`src/mvd_consts.vh`:
```
// constants for the multiport video dram special-cycle controller
`ifndef MVD_CONSTS_VH
`define MVD_CONSTS_VH
// register offsets (byte addresses)
`define MVD_OFF_CMD 12'h000
`define MVD_OFF_ADDR 12'h004
`define MVD_OFF_DATA 12'h008
`define MVD_OFF_STAT 12'h00C
`define MVD_OFF_RDAT 12'h010
`define MVD_OFF_REFR 12'h014
// command codes in cmd register bits 3:0
`define MVD_CMD_READ 4'h1
`define MVD_CMD_WRITE 4'h2
`define MVD_CMD_BFILL 4'h3
`define MVD_CMD_FLASH 4'h4
`define MVD_CMD_MLOAD 4'h5
`define MVD_CMD_CLOAD 4'h6
`define MVD_CMD_RFRST 4'h7
`define MVD_CMD_RFONLY 4'h8
`define MVD_CMD_RFBND 4'h9
// cmd register field bits
`define MVD_CMD_MASKED 4
`define MVD_CMD_PIPE 5
// address register fields: row 17:9, column 8:0
`define MVD_ROW_HI 17
`define MVD_ROW_LO 9
`define MVD_COL_HI 8
`define MVD_COL_LO 0
// smallest allowed stop register value
`define MVD_STOP_MIN 9'h00F
// timing
`define MVD_CLK_NS 100
`define MVD_REF_PERIOD_NS 8000000
`define MVD_REF_ROWS 512
`define MVD_PHASE_CYC 4'h1
`define MVD_PRE_CYC 4'h2
`define MVD_SYNC_CYC 4'h2
`endif

```
`src/mvd_ctrl.v`:
```
// host controller issuing special-function cycles to a multiport video dram
//
// Behaviour
// - flash: cas high, we low, sf1 high
// - new mask: drive mask at row fall
// - sf2 high at row fall selects pipelining
// - pipelined column op chosen per cycle
// - pipelined read needs extra column cycle
// - dummy column cycle after pipelined write
// - mask load: all high, sf1 low at cas
// - colour load: all high at row fall
// - refresh all 512 rows per 8 ms
// - no refresh-only during power-up init
// - boundary set: cas low, we, sf1 high
// - stop values 000000111 and below forbidden; code refuses all below 000001111
//
// The APB interface to the registers and the register addresses were decided locally.
`timescale 1ns/100ps
`default_nettype none
`include "mvd_consts.vh"
module mvd_ctrl #(
    parameter REF_INTERVAL = (`MVD_REF_PERIOD_NS / `MVD_REF_ROWS) / `MVD_CLK_NS
) (
    input wire i_clk,
    input wire i_rst_b,
    input wire i_psel,
    input wire i_penable,
    input wire i_pwrite,
    input wire [11:0] i_paddr,
    input wire [31:0] i_pwdata,
    output wire [31:0] o_prdata,
    output wire o_pready,
    output wire o_pslverr,
    output reg o_row_strobe_n,
    output reg o_col_strobe_n,
    output reg o_transfer_output_enable_n,
    output reg o_mask_write_enable_n,
    output reg o_special_function_1,
    output reg o_special_function_2,
    output reg [8:0] o_address_bits_0_to_8,
    input wire [7:0] i_mask_data_lines,
    output reg [7:0] o_mask_data_lines,
    output reg o_mask_data_lines_oe
);
    localparam ST_IDLE = 4'h0;
    localparam ST_ROW = 4'h1;
    localparam ST_RAS = 4'h2;
    localparam ST_COL = 4'h3;
    localparam ST_CAS = 4'h4;
    localparam ST_EXTRA = 4'h5;
    localparam ST_DUMMY = 4'h6;
    localparam ST_END = 4'h7;
    localparam ST_PRE = 4'h8;
    localparam ST_CBR = 4'h9;
    localparam [13:0] REF_CNT = REF_INTERVAL[13:0];

    reg [7:0] cmd_q;
    reg [17:0] addr_q;
    reg [8:0] data_q;
    reg [7:0] rdat_q;
    reg busy_q;
    reg start_q;
    reg old_mask_q;
    reg stop_set_q;
    reg init_done_q;
    reg err_q;
    reg ref_en_q;
    reg ref_due_q;
    reg [13:0] ref_cnt_q;
    reg [8:0] ref_row_q;
    reg is_ref_q;
    reg [3:0] st_q;
    reg [3:0] wait_q;
    reg [7:0] in_s1_q;
    reg [7:0] in_s2_q;

    wire wr_acc = i_psel & i_penable & i_pwrite;
    wire [3:0] op = cmd_q[3:0];
    wire masked = cmd_q[`MVD_CMD_MASKED];
    wire pipe = cmd_q[`MVD_CMD_PIPE];
    wire is_cbr = (op == `MVD_CMD_RFRST) | (op == `MVD_CMD_RFONLY) | (op == `MVD_CMD_RFBND);
    wire col_op = (op == `MVD_CMD_READ) | (op == `MVD_CMD_WRITE) | (op == `MVD_CMD_BFILL);
    wire col_write = (op == `MVD_CMD_WRITE) | (op == `MVD_CMD_BFILL);
    wire wait_done = (wait_q == 4'h0);
    reg [31:0] rd_mux;

    assign o_pready = 1'b1;
    assign o_pslverr = 1'b0;
    assign o_prdata = (i_psel & ~i_pwrite) ? rd_mux : 32'h0000_0000;

    always @* begin
        case (i_paddr)
            `MVD_OFF_CMD: rd_mux = {24'h00_0000, cmd_q};
            `MVD_OFF_ADDR: rd_mux = {14'h0000, addr_q};
            `MVD_OFF_DATA: rd_mux = {23'h00_0000, data_q};
            `MVD_OFF_STAT: rd_mux = {26'h000_0000, err_q, init_done_q, stop_set_q,
                                     old_mask_q, ref_due_q, busy_q};
            `MVD_OFF_RDAT: rd_mux = {24'h00_0000, rdat_q};
            `MVD_OFF_REFR: rd_mux = {31'h0000_0000, ref_en_q};
            default: rd_mux = 32'h0000_0000;
        endcase
    end

    // device lines are asynchronous to our clock
    always @(posedge i_clk) begin
        in_s1_q <= i_mask_data_lines;
        in_s2_q <= in_s1_q;
    end

    // spread one row refresh per interval, rows walk 0..511
    always @(posedge i_clk) begin
        if (!i_rst_b) begin
            ref_cnt_q <= 14'h0000;
            ref_due_q <= 1'b0;
        end else begin
            if (ref_cnt_q >= REF_CNT - 14'h0001) begin
                ref_cnt_q <= 14'h0000;
                ref_due_q <= ref_en_q;
            end else begin
                ref_cnt_q <= ref_cnt_q + 14'h0001;
                if (st_q == ST_END && is_ref_q)
                    ref_due_q <= 1'b0;
            end
        end
    end

    always @(posedge i_clk) begin
        if (!i_rst_b) begin
            cmd_q <= 8'h00;
            addr_q <= 18'h0_0000;
            data_q <= 9'h000;
            rdat_q <= 8'h00;
            busy_q <= 1'b0;
            start_q <= 1'b0;
            old_mask_q <= 1'b0;
            stop_set_q <= 1'b0;
            init_done_q <= 1'b0;
            err_q <= 1'b0;
            ref_en_q <= 1'b0;
            ref_row_q <= 9'h000;
            is_ref_q <= 1'b0;
            st_q <= ST_IDLE;
            wait_q <= 4'h0;
            o_row_strobe_n <= 1'b1;
            o_col_strobe_n <= 1'b1;
            o_transfer_output_enable_n <= 1'b1;
            o_mask_write_enable_n <= 1'b1;
            o_special_function_1 <= 1'b0;
            o_special_function_2 <= 1'b0;
            o_address_bits_0_to_8 <= 9'h000;
            o_mask_data_lines <= 8'h00;
            o_mask_data_lines_oe <= 1'b0;
        end else begin
            start_q <= 1'b0;
            if (wr_acc && !busy_q) begin
                case (i_paddr)
                    `MVD_OFF_CMD: begin
                        cmd_q <= i_pwdata[7:0];
                        // refresh-only refused until an option reset has run
                        if (i_pwdata[3:0] == `MVD_CMD_RFONLY && !init_done_q)
                            err_q <= 1'b1;
                        else if (i_pwdata[3:0] == `MVD_CMD_RFBND &&
                                 data_q < `MVD_STOP_MIN)
                            err_q <= 1'b1;
                        else begin
                            err_q <= 1'b0;
                            start_q <= 1'b1;
                            busy_q <= 1'b1;
                        end
                    end
                    `MVD_OFF_ADDR: addr_q <= i_pwdata[17:0];
                    `MVD_OFF_DATA: data_q <= i_pwdata[8:0];
                    `MVD_OFF_REFR: ref_en_q <= i_pwdata[0];
                    default: ;
                endcase
            end
            if (wait_q != 4'h0)
                wait_q <= wait_q - 4'h1;
            case (st_q)
                ST_IDLE: begin
                    if (start_q) begin
                        is_ref_q <= 1'b0;
                        st_q <= is_cbr ? ST_CBR : ST_ROW;
                    end else if (ref_due_q && !busy_q && init_done_q && !wr_acc) begin
                        // a bus write in this cycle may be a command; it goes first
                        // row-only refresh using the hidden row counter
                        is_ref_q <= 1'b1;
                        busy_q <= 1'b1;
                        cmd_q <= 8'h00;
                        st_q <= ST_ROW;
                    end
                end
                ST_ROW: begin
                    // set up mode pins ahead of the row strobe fall
                    o_address_bits_0_to_8 <= is_ref_q ? ref_row_q :
                                             addr_q[`MVD_ROW_HI:`MVD_ROW_LO];
                    o_col_strobe_n <= 1'b1;
                    o_transfer_output_enable_n <= 1'b1;
                    o_special_function_2 <= pipe & col_op;
                    o_mask_data_lines_oe <= 1'b0;
                    if (is_ref_q) begin
                        o_mask_write_enable_n <= 1'b1;
                        o_special_function_1 <= 1'b0;
                    end else if (op == `MVD_CMD_FLASH) begin
                        o_mask_write_enable_n <= 1'b0;
                        o_special_function_1 <= 1'b1;
                    end else if (op == `MVD_CMD_MLOAD || op == `MVD_CMD_CLOAD) begin
                        o_mask_write_enable_n <= 1'b1;
                        o_special_function_1 <= 1'b1;
                    end else begin
                        o_mask_write_enable_n <= ~masked;
                        o_special_function_1 <= 1'b0;
                    end
                    // new mask mode takes the I/O mask at row fall
                    if (!is_ref_q && !old_mask_q && (masked || op == `MVD_CMD_FLASH)) begin
                        o_mask_data_lines <= data_q[7:0];
                        o_mask_data_lines_oe <= 1'b1;
                    end
                    wait_q <= `MVD_PHASE_CYC;
                    st_q <= ST_RAS;
                end
                ST_RAS: if (wait_done) begin
                    o_row_strobe_n <= 1'b0;
                    wait_q <= `MVD_PHASE_CYC;
                    // flash fill and refresh need no column strobe
                    st_q <= (is_ref_q || is_cbr || op == `MVD_CMD_FLASH) ? ST_END :
                            ST_COL;
                end
                ST_COL: if (wait_done) begin
                    o_address_bits_0_to_8 <= addr_q[`MVD_COL_HI:`MVD_COL_LO];
                    o_mask_write_enable_n <= ~(col_write | (op == `MVD_CMD_MLOAD) |
                                              (op == `MVD_CMD_CLOAD));
                    o_transfer_output_enable_n <= (op != `MVD_CMD_READ);
                    o_special_function_1 <= (op == `MVD_CMD_BFILL) |
                                            (op == `MVD_CMD_CLOAD);
                    // block fill column mask; load cycles carry register data
                    o_mask_data_lines <= (op == `MVD_CMD_BFILL) ? {4'h0, data_q[3:0]} :
                                         data_q[7:0];
                    o_mask_data_lines_oe <= (op != `MVD_CMD_READ);
                    wait_q <= `MVD_PHASE_CYC;
                    st_q <= ST_CAS;
                end
                ST_CAS: if (wait_done) begin
                    o_col_strobe_n <= 1'b0;
                    // read data reaches us through two synchroniser stages
                    wait_q <= (op == `MVD_CMD_READ) ? `MVD_SYNC_CYC : `MVD_PHASE_CYC;
                    st_q <= (pipe && op == `MVD_CMD_READ) ? ST_EXTRA :
                            (pipe && col_write) ? ST_DUMMY : ST_END;
                end
                ST_EXTRA: if (wait_done) begin
                    // data emerges one column cycle later in pipelined mode
                    o_col_strobe_n <= ~o_col_strobe_n;
                    if (!o_col_strobe_n) begin
                        wait_q <= `MVD_PHASE_CYC;
                        st_q <= ST_EXTRA;
                    end else begin
                        wait_q <= `MVD_SYNC_CYC;
                        st_q <= ST_END;
                    end
                end
                ST_DUMMY: if (wait_done) begin
                    o_col_strobe_n <= ~o_col_strobe_n;
                    o_mask_write_enable_n <= 1'b1;
                    o_special_function_1 <= 1'b0;
                    o_mask_data_lines_oe <= 1'b0;
                    wait_q <= `MVD_PHASE_CYC;
                    if (!o_col_strobe_n)
                        st_q <= ST_DUMMY;
                    else
                        st_q <= ST_END;
                end
                ST_CBR: begin
                    o_col_strobe_n <= 1'b0;
                    o_special_function_2 <= 1'b0;
                    o_transfer_output_enable_n <= 1'b1;
                    o_special_function_1 <= (op != `MVD_CMD_RFRST);
                    // boundary set wants the write enable pin high, refresh-only low
                    o_mask_write_enable_n <= (op != `MVD_CMD_RFONLY);
                    o_address_bits_0_to_8 <= data_q;
                    o_mask_data_lines_oe <= 1'b0;
                    wait_q <= `MVD_PHASE_CYC;
                    st_q <= ST_RAS;
                    is_ref_q <= 1'b0;
                end
                ST_END: if (wait_done) begin
                    if (!o_col_strobe_n && !is_ref_q && op != `MVD_CMD_FLASH &&
                        !is_cbr && op == `MVD_CMD_READ)
                        rdat_q <= in_s2_q;
                    // track device mask mode and boundaries
                    if (op == `MVD_CMD_MLOAD && !is_ref_q)
                        old_mask_q <= 1'b1;
                    if (op == `MVD_CMD_RFRST && !is_ref_q) begin
                        old_mask_q <= 1'b0;
                        stop_set_q <= 1'b0;
                        init_done_q <= 1'b1;
                    end
                    if (op == `MVD_CMD_RFBND && !is_ref_q)
                        stop_set_q <= 1'b1;
                    if (is_ref_q)
                        ref_row_q <= ref_row_q + 9'h001;
                    o_row_strobe_n <= 1'b1;
                    o_col_strobe_n <= 1'b1;
                    o_mask_data_lines_oe <= 1'b0;
                    o_transfer_output_enable_n <= 1'b1;
                    o_mask_write_enable_n <= 1'b1;
                    o_special_function_1 <= 1'b0;
                    o_special_function_2 <= 1'b0;
                    wait_q <= `MVD_PRE_CYC;
                    st_q <= ST_PRE;
                end
                ST_PRE: if (wait_done) begin
                    busy_q <= 1'b0;
                    is_ref_q <= 1'b0;
                    st_q <= ST_IDLE;
                end
                default: st_q <= ST_IDLE;
            endcase
        end
    end
endmodule // mvd_ctrl
`default_nettype wire

```
`config.mk`:
```
export PLATFORM = sky130hd
export DESIGN_NAME = mvd_ctrl
export DESIGN_NICKNAME = d
export VERILOG_FILES = /design/src/mvd_ctrl.v
export VERILOG_INCLUDE_DIRS = /design/src /design/src/src
export SDC_FILE = /design/constraint.sdc
export NUM_CORES = 1
export LEC_CHECK = 0
export BUFFER_PORTS_ARGS = -buffer_cell sky130_fd_sc_hd__buf_2
export CAP_MARGIN = 20
export CORE_MARGIN = 10
export CORE_UTILIZATION = 55
export CTS_CLUSTER_DIAMETER = 120
export DETAILED_ROUTE_END_ITERATION = 10
export GPL_ROUTABILITY_DRIVEN = 0
export PLACE_DENSITY = 0.9
export SKIP_CTS_REPAIR_TIMING = 1
export SLEW_MARGIN = 30
export SYNTH_ARGS = -nofsm -noshare
export SYNTH_HDL_FRONTEND = slang
export SYNTH_SLANG_ARGS = --single-unit
```
`constraint.sdc`:
```
create_clock -name i_clk -period 2.9 [get_ports i_clk]
set_input_delay 0.145 -clock i_clk [delete_from_list [all_inputs] [get_ports i_clk]]
set_output_delay 0.145 -clock i_clk [all_outputs]
set_load 0.05 [all_outputs]
```
# Yosys cells after proc, flatten, opt, wreduce, memory -nomap -nowiden
# Index checks and enable logic that the tools add are counted.
totals:
  in_bits: 57
  romBits: 0
  elab_cells: 238
  output_inout_bits: 58
  n_memories: 0
  regBits: 123
  latchBits: 0
  mem_bits_rw: 0
op_classes:
  n_addsub: 3
  shift: 0
  reduce_logical: 68
  n_bitwise: 19
  n_div: 0
  n_mul: 0
  order_cmp: 2
  n_eq_ne: 40
  n_mux: 78
ops:
  columns: ["cell", "n"]
  rows:
  - ["18-bit case mux with 6 select lines", 1]
  - ["8-bit 2-to-1 mux", 8]
  - ["4-bit 2-to-1 mux", 15]
  - ["4-bit case mux with 9 select lines", 1]
  - ["1-bit 2-to-1 mux", 33]
  - ["4-bit by 3-bit == test with 1-bit output (second input constant)", 8]
  - ["32-bit 2-to-1 mux", 1]
  - ["3-bit AND reduction", 10]
  - ["9-bit case mux with 3 select lines", 1]
  - ["12-bit by 4-bit == test with 1-bit output (second input constant)", 2]
  - ["12-bit by 5-bit == test with 1-bit output (second input constant)", 2]
  - ["4-bit == test (second input constant)", 6]
  - ["4-bit case mux with 5 select lines", 1]
  - ["1-bit logical AND", 18]
  - ["9-bit 2-to-1 mux", 2]
  - ["4-bit by 2-bit == test with 1-bit output (second input constant)", 4]
  - ["2-bit inequality test (second input constant)", 8]
  - ["8-bit case mux with 2 select lines", 1]
  - ["14-bit by 1-bit adder with 14-bit output (second input constant)", 1]
  - ["14-bit by 8-bit >= comparator with 1-bit output (second input constant)", 1]
  - ["12-bit by 3-bit == test with 1-bit output (second input constant)", 1]
  - ["12-bit zero test", 1]
  - ["1-bit case mux with 4 select lines", 3]
  - ["2-bit AND reduction", 6]
  - ["29 further kinds", 75]

# Depth between registers and ports, before layout
# Gate-level depths: netlist (run 1).
logic_depth:
  word_depth: 9
  depth_mapped: 11
  depth_no_buf: 10

# Least setup slack after synthesis (run 1)
# No wires, ideal clock.
synth_timing:
  kind: "register to register"
  start: "reg wait_q[0]"
  end: "reg rdat_q[0]"
  stages_incl_launch_ff: 9
  setup_ns: 0.128
  synth_period_minus_slack_ns: 2.297
  n_path_buf: 0
  path_slack_ns: 0.603
  arrival_time_ns: 2.169
  path_cell_list: "dfxtp_1 > inv_1 > ha_1 > nor3b_4 > inv_2 > or3_4 > nor4_4 > mux2i_1 > nor2_1"
synth_via:
  elab_chain_len: 2
synth_rtl:
  columns: ["element", "line_no", "rtl"]
  rows:
  - ["from (decl)", "mvd_ctrl.v:73", "reg [3:0] wait_q;"]
  - ["from (signal assigned)", "mvd_ctrl.v:178", "wait_q <= wait_q - 4'h1;"]
  - ["from (signal assigned)", "mvd_ctrl.v:219", "wait_q <= `MVD_PHASE_CYC;"]
  - ["from (signal assigned)", "mvd_ctrl.v:224", "wait_q <= `MVD_PHASE_CYC;"]
  - ["4-bit zero test", "mvd_ctrl.v:84", "wire wait_done = (wait_q == 4'h0);"]
  - ["3-bit AND reduction (no line)", null, null]
  - ["to (signal assigned)", "mvd_ctrl.v:288", "rdat_q <= in_s2_q;"]
  - ["to (decl)", "mvd_ctrl.v:60", "reg [7:0] rdat_q;"]
# No other way between the ends.
# A chain may end at the register's enable or synchronous reset.

# Worst setup path after layout (run 1)
layout_timing:
  start: "reg wait_q[0]"
  end: "reg rdat_q[3]"
# The elaborated chain is that of the path after synthesis.

==> results of run 1 <==
## state kept, by name (all words and copies together) (netlist names), 4 cells and up
signal / flops
wait_q: 4
o_mask_data_lines: 8
in_s1_q: 8
ref_cnt_q: 14
rdat_q: 8
addr_q: 18
st_q: 4
o_address_bits_0_to_8: 9
in_s2_q: 8
cmd_q: 8
ref_row_q: 9
data_q: 9
## critical path, delay by kind of cell, from the launching register on
kind | cells | cell delay, ns
and+or+nand+nor | 4 | 0.94
buffers and inverters | 3 | 0.49
DFF | 1 | 0.34
muxes | 1 | 0.22
adders and majority gates | 1 | 0.18
## final cells by class
class                           count  area [um2]
Multi-Input combinational cell    514        3013
Timing Repair Buffer              127       808.3
Clock buffer                       19       441.7
Fill cell                         737        3108
Inverter                           11       41.29
Sequential cell                   123        2462
Clock inverter                     12       186.4
Tap cell                          136       170.2
## per-layer routing
| layer | vias up | track usage | wire length, um |
|---|---|---|---|
| met3 | 70 | 0.07031 | 1785 |
| met1 | 2655 | 0.2604 | 6576 |
| met2 | 355 | 0.3429 | 8116 |
| met4 | 0 | 0.1095 | 752 |
| met5 | - | 0 | 0 |
| li1 | 2620 | - | - |
## metrics by stage
| step | std cells | power [uW] | instance area [um2] | hold WS (ns) | utilization |
|---|---|---|---|---|---|
| floorplan | 708 | 2453 | 5779 | 0.1727 | - |
| finish | 942 | 4880 | 7123 | 0.1118 | 0.6962 |
| detailed placement | 885 | 2639 | 6235 | 0.2486 | 0.6094 |
| CTS | 916 | 4849 | 6863 | -0.2903 | 0.6708 |
| global route | 942 | 5039 | 7123 | 0.1199 | 0.6962 |
| global placement | 885 | 2623 | 6235 | 0.2476 | 0.6094 |
## cell families (layout without fill, tap and decap cells)
kind of cell / after synthesis / after routing / synth area share
AOI/OAI and AO/OA: 162 / 162 / 0.1788
other: 2 / 22 / 0.001317
and+or+nand+nor: 276 / 276 / 0.2354
xor gates and xnor gates: 16 / 16 / 0.02457
muxes: 33 / 33 / 0.06010
DFF: 123 / 123 / 0.4317
adders and majority gates: 5 / 5 / 0.01097
buffers and inverters: 71 / 169 / 0.05725
## final timing paths
path | cells after the start | endpoint | slack [ns] | from
min | 3 | o_transfer_output_enable_n | 0.11 | i_rst_b
min reg2reg | 0 | in_s2_q[5] | 0.33 | in_s1_q[5]
max | 9 | rdat_q[3] | 0.61 | wait_q[0]
max reg2reg | 9 | rdat_q[3] | 0.61 | wait_q[0]
## cells in the final DEF (no fill, tap or decap), types with 6 or more instances in the layout
cell type	instances
dfxtp_1	123
nand2_1	94
buf_2	84
nor2_1	68
a21oi_1	55
o21ai_0	39
mux2i_1	32
dlygate4sd3_1	26
nand3_1	25
conb_1	22
nor3_1	20
buf_4	17
clkbuf_16	16
inv_1	10
and2_1	10
xor2_1	10
a31oi_1	9
nor2b_1	8
a221oi_1	8
nand2b_1	7
o21a_1	7
and3_1	7
a211oi_1	7
nor4_1	6
nand4_1	6
a22oi_1	6
xnor2_1	6
## report_power, final
group | switching (uW) | leakage [uW] | internal, uW
clock network | 782 | 0.000298 | 1450
logic | 550 | 0.00142 | 252
registers | 72.4 | 0.00100 | 1780
total | 1400 | 0.00272 | 3480
==> results.py, run 1 <==
metrics = {
    "logic_synthesis": {
        "synth-seq-area-share": 0.4317,
        "async_flop_share": 0,
        "synth_edf_count": 0,
        "syn_area_um2": 5704,
        "synth.avg_cell_area_um2": 8.291,
        "dominantRegCellSynth": "dfxtp_1",
        "yosys-top-cells-area": "dfxtp_1 43%, nand2_1 6.2%, mux2i_1 5.6%, a21oi_1 4.8%, nor2_1 4.5%",
        "yosysMostFrequentCell": "dfxtp_1",
        "ys_top_cells_by_count": "123 x dfxtp_1, 94 x nand2_1, 68 x nor2_1",
        "syn_inst": 688,
        "yosys_warnings": 0,
        "synth_top_cell_by_area": "dfxtp_1",
        "synth_cell_types": 65,
        "ys_ff_latch": 123,
        "synth_top_area_share": 0.4317,
    },
    "cells_and_area": {
        "n_antenna_cell": 0,
        "nets": 856,
        "area_growth_pct": 24.87,
        "drive_gt1_frac": 0.1799,
    },
    "global_routing": {
        "grt_max_degree": 37,
        "grt_overflow": 0,
        "grt_util_all_layers": 0.2172,
        "grt_pass1_vias": 5161,
        "antenna_found_initial": 0,
        "grt_pass1_wl_um": 26050,
    },
    "clock_network": {
        "cts_buffers": 17,
        "clockRootBuffer": "clkbuf_8",
        "clock_sinks": 123,
        "clk_pin_slew_ns": 0.06,
        "cts_tree": "built",
        "htreeDepth": 4,
        "clk-insertion-delay-late_ns": 0.52,
        "cts_max_path_buffers": 2,
    },
    "worst_setup_path": {
        "critPathArrivalTime_ns": 2.69,
        "crit_fanout": 14,
        "crit_chain": "inv_1, ha_1, nor3b_4, inv_2, or3_4, nor4_4, buf_4, mux2i_1, nor2_1",
        "start_kind": "flip-flop",
        "crit_path_max_incr_delay_ns": 0.45,
        "end_kind": "flip-flop",
        "crit_path_top_delay_cell": "or3_4",
        "worstSetupPathType": "reg2reg",
        "worst_ep_required_time_ns": 3.29,
    },
    "place": {
        "dp_worst_setup_slack_ns": 0.6384,
        "dpl.hpwl_um": 11150,
        "io_buffers": 84,
    },
    "sta": {
        "min_period_ns": 2.292,
        "setup_viol_count_final": 0,
        "worst_slack_ns": 0.6082,
        "hold_viol_final": 0,
        "slew_violations": 0,
        "maxSlewHeadroom": 0.4514,
        "fmax_mhz": 436.3,
        "finalSetupTns_ns": 0,
        "fin_crit_sh": 0.7903,
        "rsz0062_at_grt": "false",
        "tightest_slew_ns": 0.8198,
        "fin_skew_ns": 0.006457,
    },
    "run_status": {
        "status": "complete, no violations",
    },
    "run": {
        "max_cap_viol_count": 0,
    },
    "detailed_routing": {
        "drtIter0Drc": 800,
        "drc_errors": 0,
        "final_antenna_net_count": 0,
        "detail_route.first_pass.iterations": 6,
        "vias": 5700,
        "avgViaCountPerCell": 6.051,
        "wirelength_um": 17230,
        "wl_per_cell_um": 18.29,
    },
    "floorplan": {
        "io_pins": 115,
        "die_area_um2": 14850,
        "die_h_um": 121.8,
        "start_util": 0.5575,
        "rows": 37,
        "fp.dieW_um": 121.8,
        "core-area_um2": 10230,
    },
    "power": {
        "vdd_drop_max_uv": 662.4,
        "pwr_density_cell_nw_per_um2": 685.0,
        "p_leak_uw": 0.002722,
    },
    "hold_path": {
        "hp-class": "in2reg",
    },
}
No activity file was read; power rests on OpenSTA's default activity.
==> inputs of run 2 (changes only) <==
--- a/config.mk
+++ b/config.mk
@@ -6,14 +6,15 @@
 export SDC_FILE = /design/constraint.sdc
 export NUM_CORES = 1
 export LEC_CHECK = 0
+export ABC_AREA = 1
 export BUFFER_PORTS_ARGS = -buffer_cell sky130_fd_sc_hd__buf_2
 export CAP_MARGIN = 20
 export CORE_MARGIN = 10
-export CORE_UTILIZATION = 55
+export CORE_UTILIZATION = 50
 export CTS_CLUSTER_DIAMETER = 120
 export DETAILED_ROUTE_END_ITERATION = 10
 export GPL_ROUTABILITY_DRIVEN = 0
-export PLACE_DENSITY = 0.9
+export PLACE_DENSITY = 0.86
 export SKIP_CTS_REPAIR_TIMING = 1
 export SLEW_MARGIN = 30
 export SYNTH_ARGS = -nofsm -noshare
==> constraint.sdc (replaced) <==
create_clock -name i_clk -period 2.04 [get_ports i_clk]
set_input_delay 0.102 -clock i_clk [delete_from_list [all_inputs] [get_ports i_clk]]
set_output_delay 0.102 -clock i_clk [all_outputs]
set_load 0.05 [all_outputs]
==> run 2 against run 1 <==
  * The flow now finishes with violations (negative hold slack)
  * Fmax increased by 22%
  * Wire length grew 2.5%
  * First-iteration DRC count down 1.9%
  * Synthesized cell count is 19% higher
  * Critical endpoint is now rdat_q[1]
==> results.py, run 2 <==
metrics = {
    "run_status": {
        "status": "complete, but fails checks",
        "violations": "negative hold slack",
    },
    "logic_synthesis": {
        "yosys-top-cells-area": "dfxtp_1 42%, nor2_1 9.2%, nand2_1 7.8%, o21ai_0 6.5%, inv_1 5.2%",
        "syn_area_um2": 5848,
        "synthSimpleGateAreaFrac": 0.2918,
        "yosys_warnings": 0,
        "synth_top_area_share": 0.4211,
        "yosysMostFrequentCell": "nor2_1",
        "synth.avg_cell_area_um2": 7.141,
        "synth-seq-area-share": 0.4211,
        "async_flop_share": 0,
        "synth_edf_count": 0,
        "dominantRegCellSynth": "dfxtp_1",
        "synth_top_family_by_area": "simple AND/OR/NAND/NOR gates",
        "synth_xor_area_frac": 0.01198,
        "synthMuxAreaShare": 0,
        "syn_inst": 819,
        "synth_cell_types": 39,
        "synth_compound_area_frac": 0.1600,
        "ys_ff_latch": 123,
        "synth_top_cell_by_area": "dfxtp_1",
        "ys_top_cells_by_count": "143 x nor2_1, 123 x dfxtp_1, 121 x nand2_1",
        "synth-adder-area-share": 0.01070,
    },
    "worst_setup_path": {
        "crit_path_max_incr_delay_ns": 0.33,
        "end_kind": "flip-flop",
        "worst_ep_required_time_ns": 2.35,
        "critPathArrivalTime_ns": 2.19,
        "crit_path_top_delay_cell": "dfxtp_1",
        "crit_chain": "inv_1, ha_1, nand2_1, nor2_4, buf_4, nand2_1, nor3_1, nand2_2, o21ai_0, nor2_1",
        "rrSetupSlack_ns": 0.16,
        "regToRegEndpoint": "rdat_q[1]",
        "worstSetupPathType": "reg2reg",
        "rr_worst_depth": 10,
        "timing.rr.start": "wait_q[0]",
        "crit_top_cell": "nand2_1",
        "start_kind": "flip-flop",
        "crit_fanout": 8,
    },
    "floorplan": {
        "core-area_um2": 11420,
        "die_area_um2": 16420,
        "start_util": 0.5122,
        "fp.dieW_um": 128.2,
        "rows": 39,
        "io_pins": 115,
        "die_h_um": 128.2,
    },
    "cells_and_area": {
        "area_growth_pct": 20.88,
        "largest-register": "addr_q",
        "n_antenna_cell": 0,
        "final_common_cell": "nor2_1",
        "largest_reg_flops": 18,
        "drive_gt1_frac": 0.1706,
        "final_util": 0.6191,
        "final_cell_mix": "142 x nor2_1, 123 x dfxtp_1, 120 x nand2_1, 84 x buf_2, 80 x inv_1",
        "nets": 988,
        "largestRegisters": "addr_q x18, ref_cnt_q x14",
    },
    "clock_network": {
        "clk_pin_slew_ns": 0.06,
        "clock_sinks": 123,
        "cts_buffers": 17,
        "clk-insertion-delay-late_ns": 0.42,
        "clockRootBuffer": "clkbuf_16",
        "htreeDepth": 4,
        "cts_max_path_buffers": 2,
        "cts_tree": "built",
    },
    "global_routing": {
        "antenna_found_initial": 0,
        "grt_overflow": 0,
        "grt_max_degree": 37,
        "grt_util_all_layers": 0.2084,
        "grt_pass1_vias": 5715,
        "grt_pass1_wl_um": 27920,
    },
    "place": {
        "io_buffers": 84,
        "dpl.hpwl_um": 12260,
    },
    "hold_path": {
        "min_to": "addr_q[11]",
        "hp-class": "in2reg",
        "min_delay_path_depth": 3,
        "hold_start": "i_pwdata[11]",
    },
    "detailed_routing": {
        "detail_route.first_pass.iterations": 6,
        "final_antenna_net_count": 0,
        "drtIter0Drc": 785,
        "wirelength_um": 17670,
        "wl_per_cell_um": 16.35,
        "drc_errors": 0,
        "vias": 6026,
        "avgViaCountPerCell": 5.574,
    },
    "sta": {
        "fmax_mhz": 532.7,
        "fin_crit_sh": 0.9201,
        "holdWs_ns": -0.02550,
        "maxSlewHeadroom": 0.6469,
        "fin_skew_ns": 0.01232,
        "rsz0062_at_grt": "false",
        "slew_violations": 0,
        "min_period_ns": 1.877,
        "tightest_slew_ns": 0.5278,
        "finalSetupTns_ns": 0,
        "setup_viol_count_final": 0,
        "hold_viol_final": 4,
    },
    "power": {
        "pwr_density_cell_nw_per_um2": 965.0,
        "vdd_drop_max_uv": 951.5,
        "p_leak_uw": 0.002925,
    },
    "run": {
        "max_cap_viol_count": 0,
    },
}
run 2: cell count changes in the layout (fill, tap and decap cells not counted), sizes merged, moves of 32 or more:
cell / previous run / this run
nor2: 68 / 155
mux2i: 32 / 0
o21ai: 39 / 79
inv: 14 / 90
nand2: 94 / 128
nand3: 25 / 59
run 2: worst max-delay path by stage:
stage | start | end | depth (start not counted)
after CTS | wait_q[0] | rdat_q[1] | 10
after global placement | wait_q[0] | rdat_q[0] | 10
after global routing | wait_q[0] | rdat_q[5] | 10
final | wait_q[0] | rdat_q[1] | 10
after floorplan | i_paddr[1] | o_prdata[10] | 6
after detailed placement | wait_q[0] | rdat_q[2] | 10
run 2: logic make-up (layout without fill, tap and decap cells):
| kind of cell | after synthesis | after routing |
|---|---|---|
| adder cells (fa/ha/maj) | 5 | 5 |
| flip-flops | 123 | 123 |
| buffers and inverters | 130 | 229 |
| AND/OR/NAND/NOR | 380 | 380 |
| AO/OA/AOI/OAI | 171 | 171 |
| other | 2 | 22 |
| XOR/XNOR | 8 | 8 |
run 2: report_power, final:
part | total [uW] | switching, uW | leakage, uW | internal (uW)
combinational | 1140 | 814 | 0.00164 | 330
sequential | 2610 | 81.9 | 0.00100 | 2530
clock | 3060 | 1190 | 0.000280 | 1880
run 2: cell type report:
type	instances	area, um2
Clock buffer	20	456.7
Clock inverter	11	135.1
Fill cell	958	4349
Inverter	91	345.3
Multi-Input combinational cell	586	2868
Sequential cell	123	2462
Tap cell	143	178.9
Timing Repair Buffer	107	623.1
run 2: critical path, delay by kind of cell, from the launching register on:
kind / cells / cell delay (ns)
AO/OA/AOI/OAI: 1 / 0.23
buffers and inverters: 2 / 0.27
AND/OR/NAND/NOR: 6 / 0.75
adder cells (fa/ha/maj): 1 / 0.19
flip-flops: 1 / 0.33
run 2: layer usage:
layer	global-route usage	part of all wire	up-vias
met5	0	0	-
met4	0.07351	0.025	0
met3	0.06452	0.11	49
met2	0.3512	0.48	350
met1	0.2443	0.39	2744
li1	-	-	2883
run 2: per-stage QoR:
step / power (uW) / cells / worst slack, ns / cell area (um2)
final: 6822 / 1081 / 0.1629 / 7069
after global routing: 7044 / 1081 / 0.02695 / 7069
after CTS: 6781 / 1069 / 0.08129 / 6939
after detailed placement: 3756 / 1038 / 0.1363 / 6347
after global placement: 3735 / 1038 / 0.2673 / 6347
after floorplan: 3485 / 839 / 0.1627 / 5923
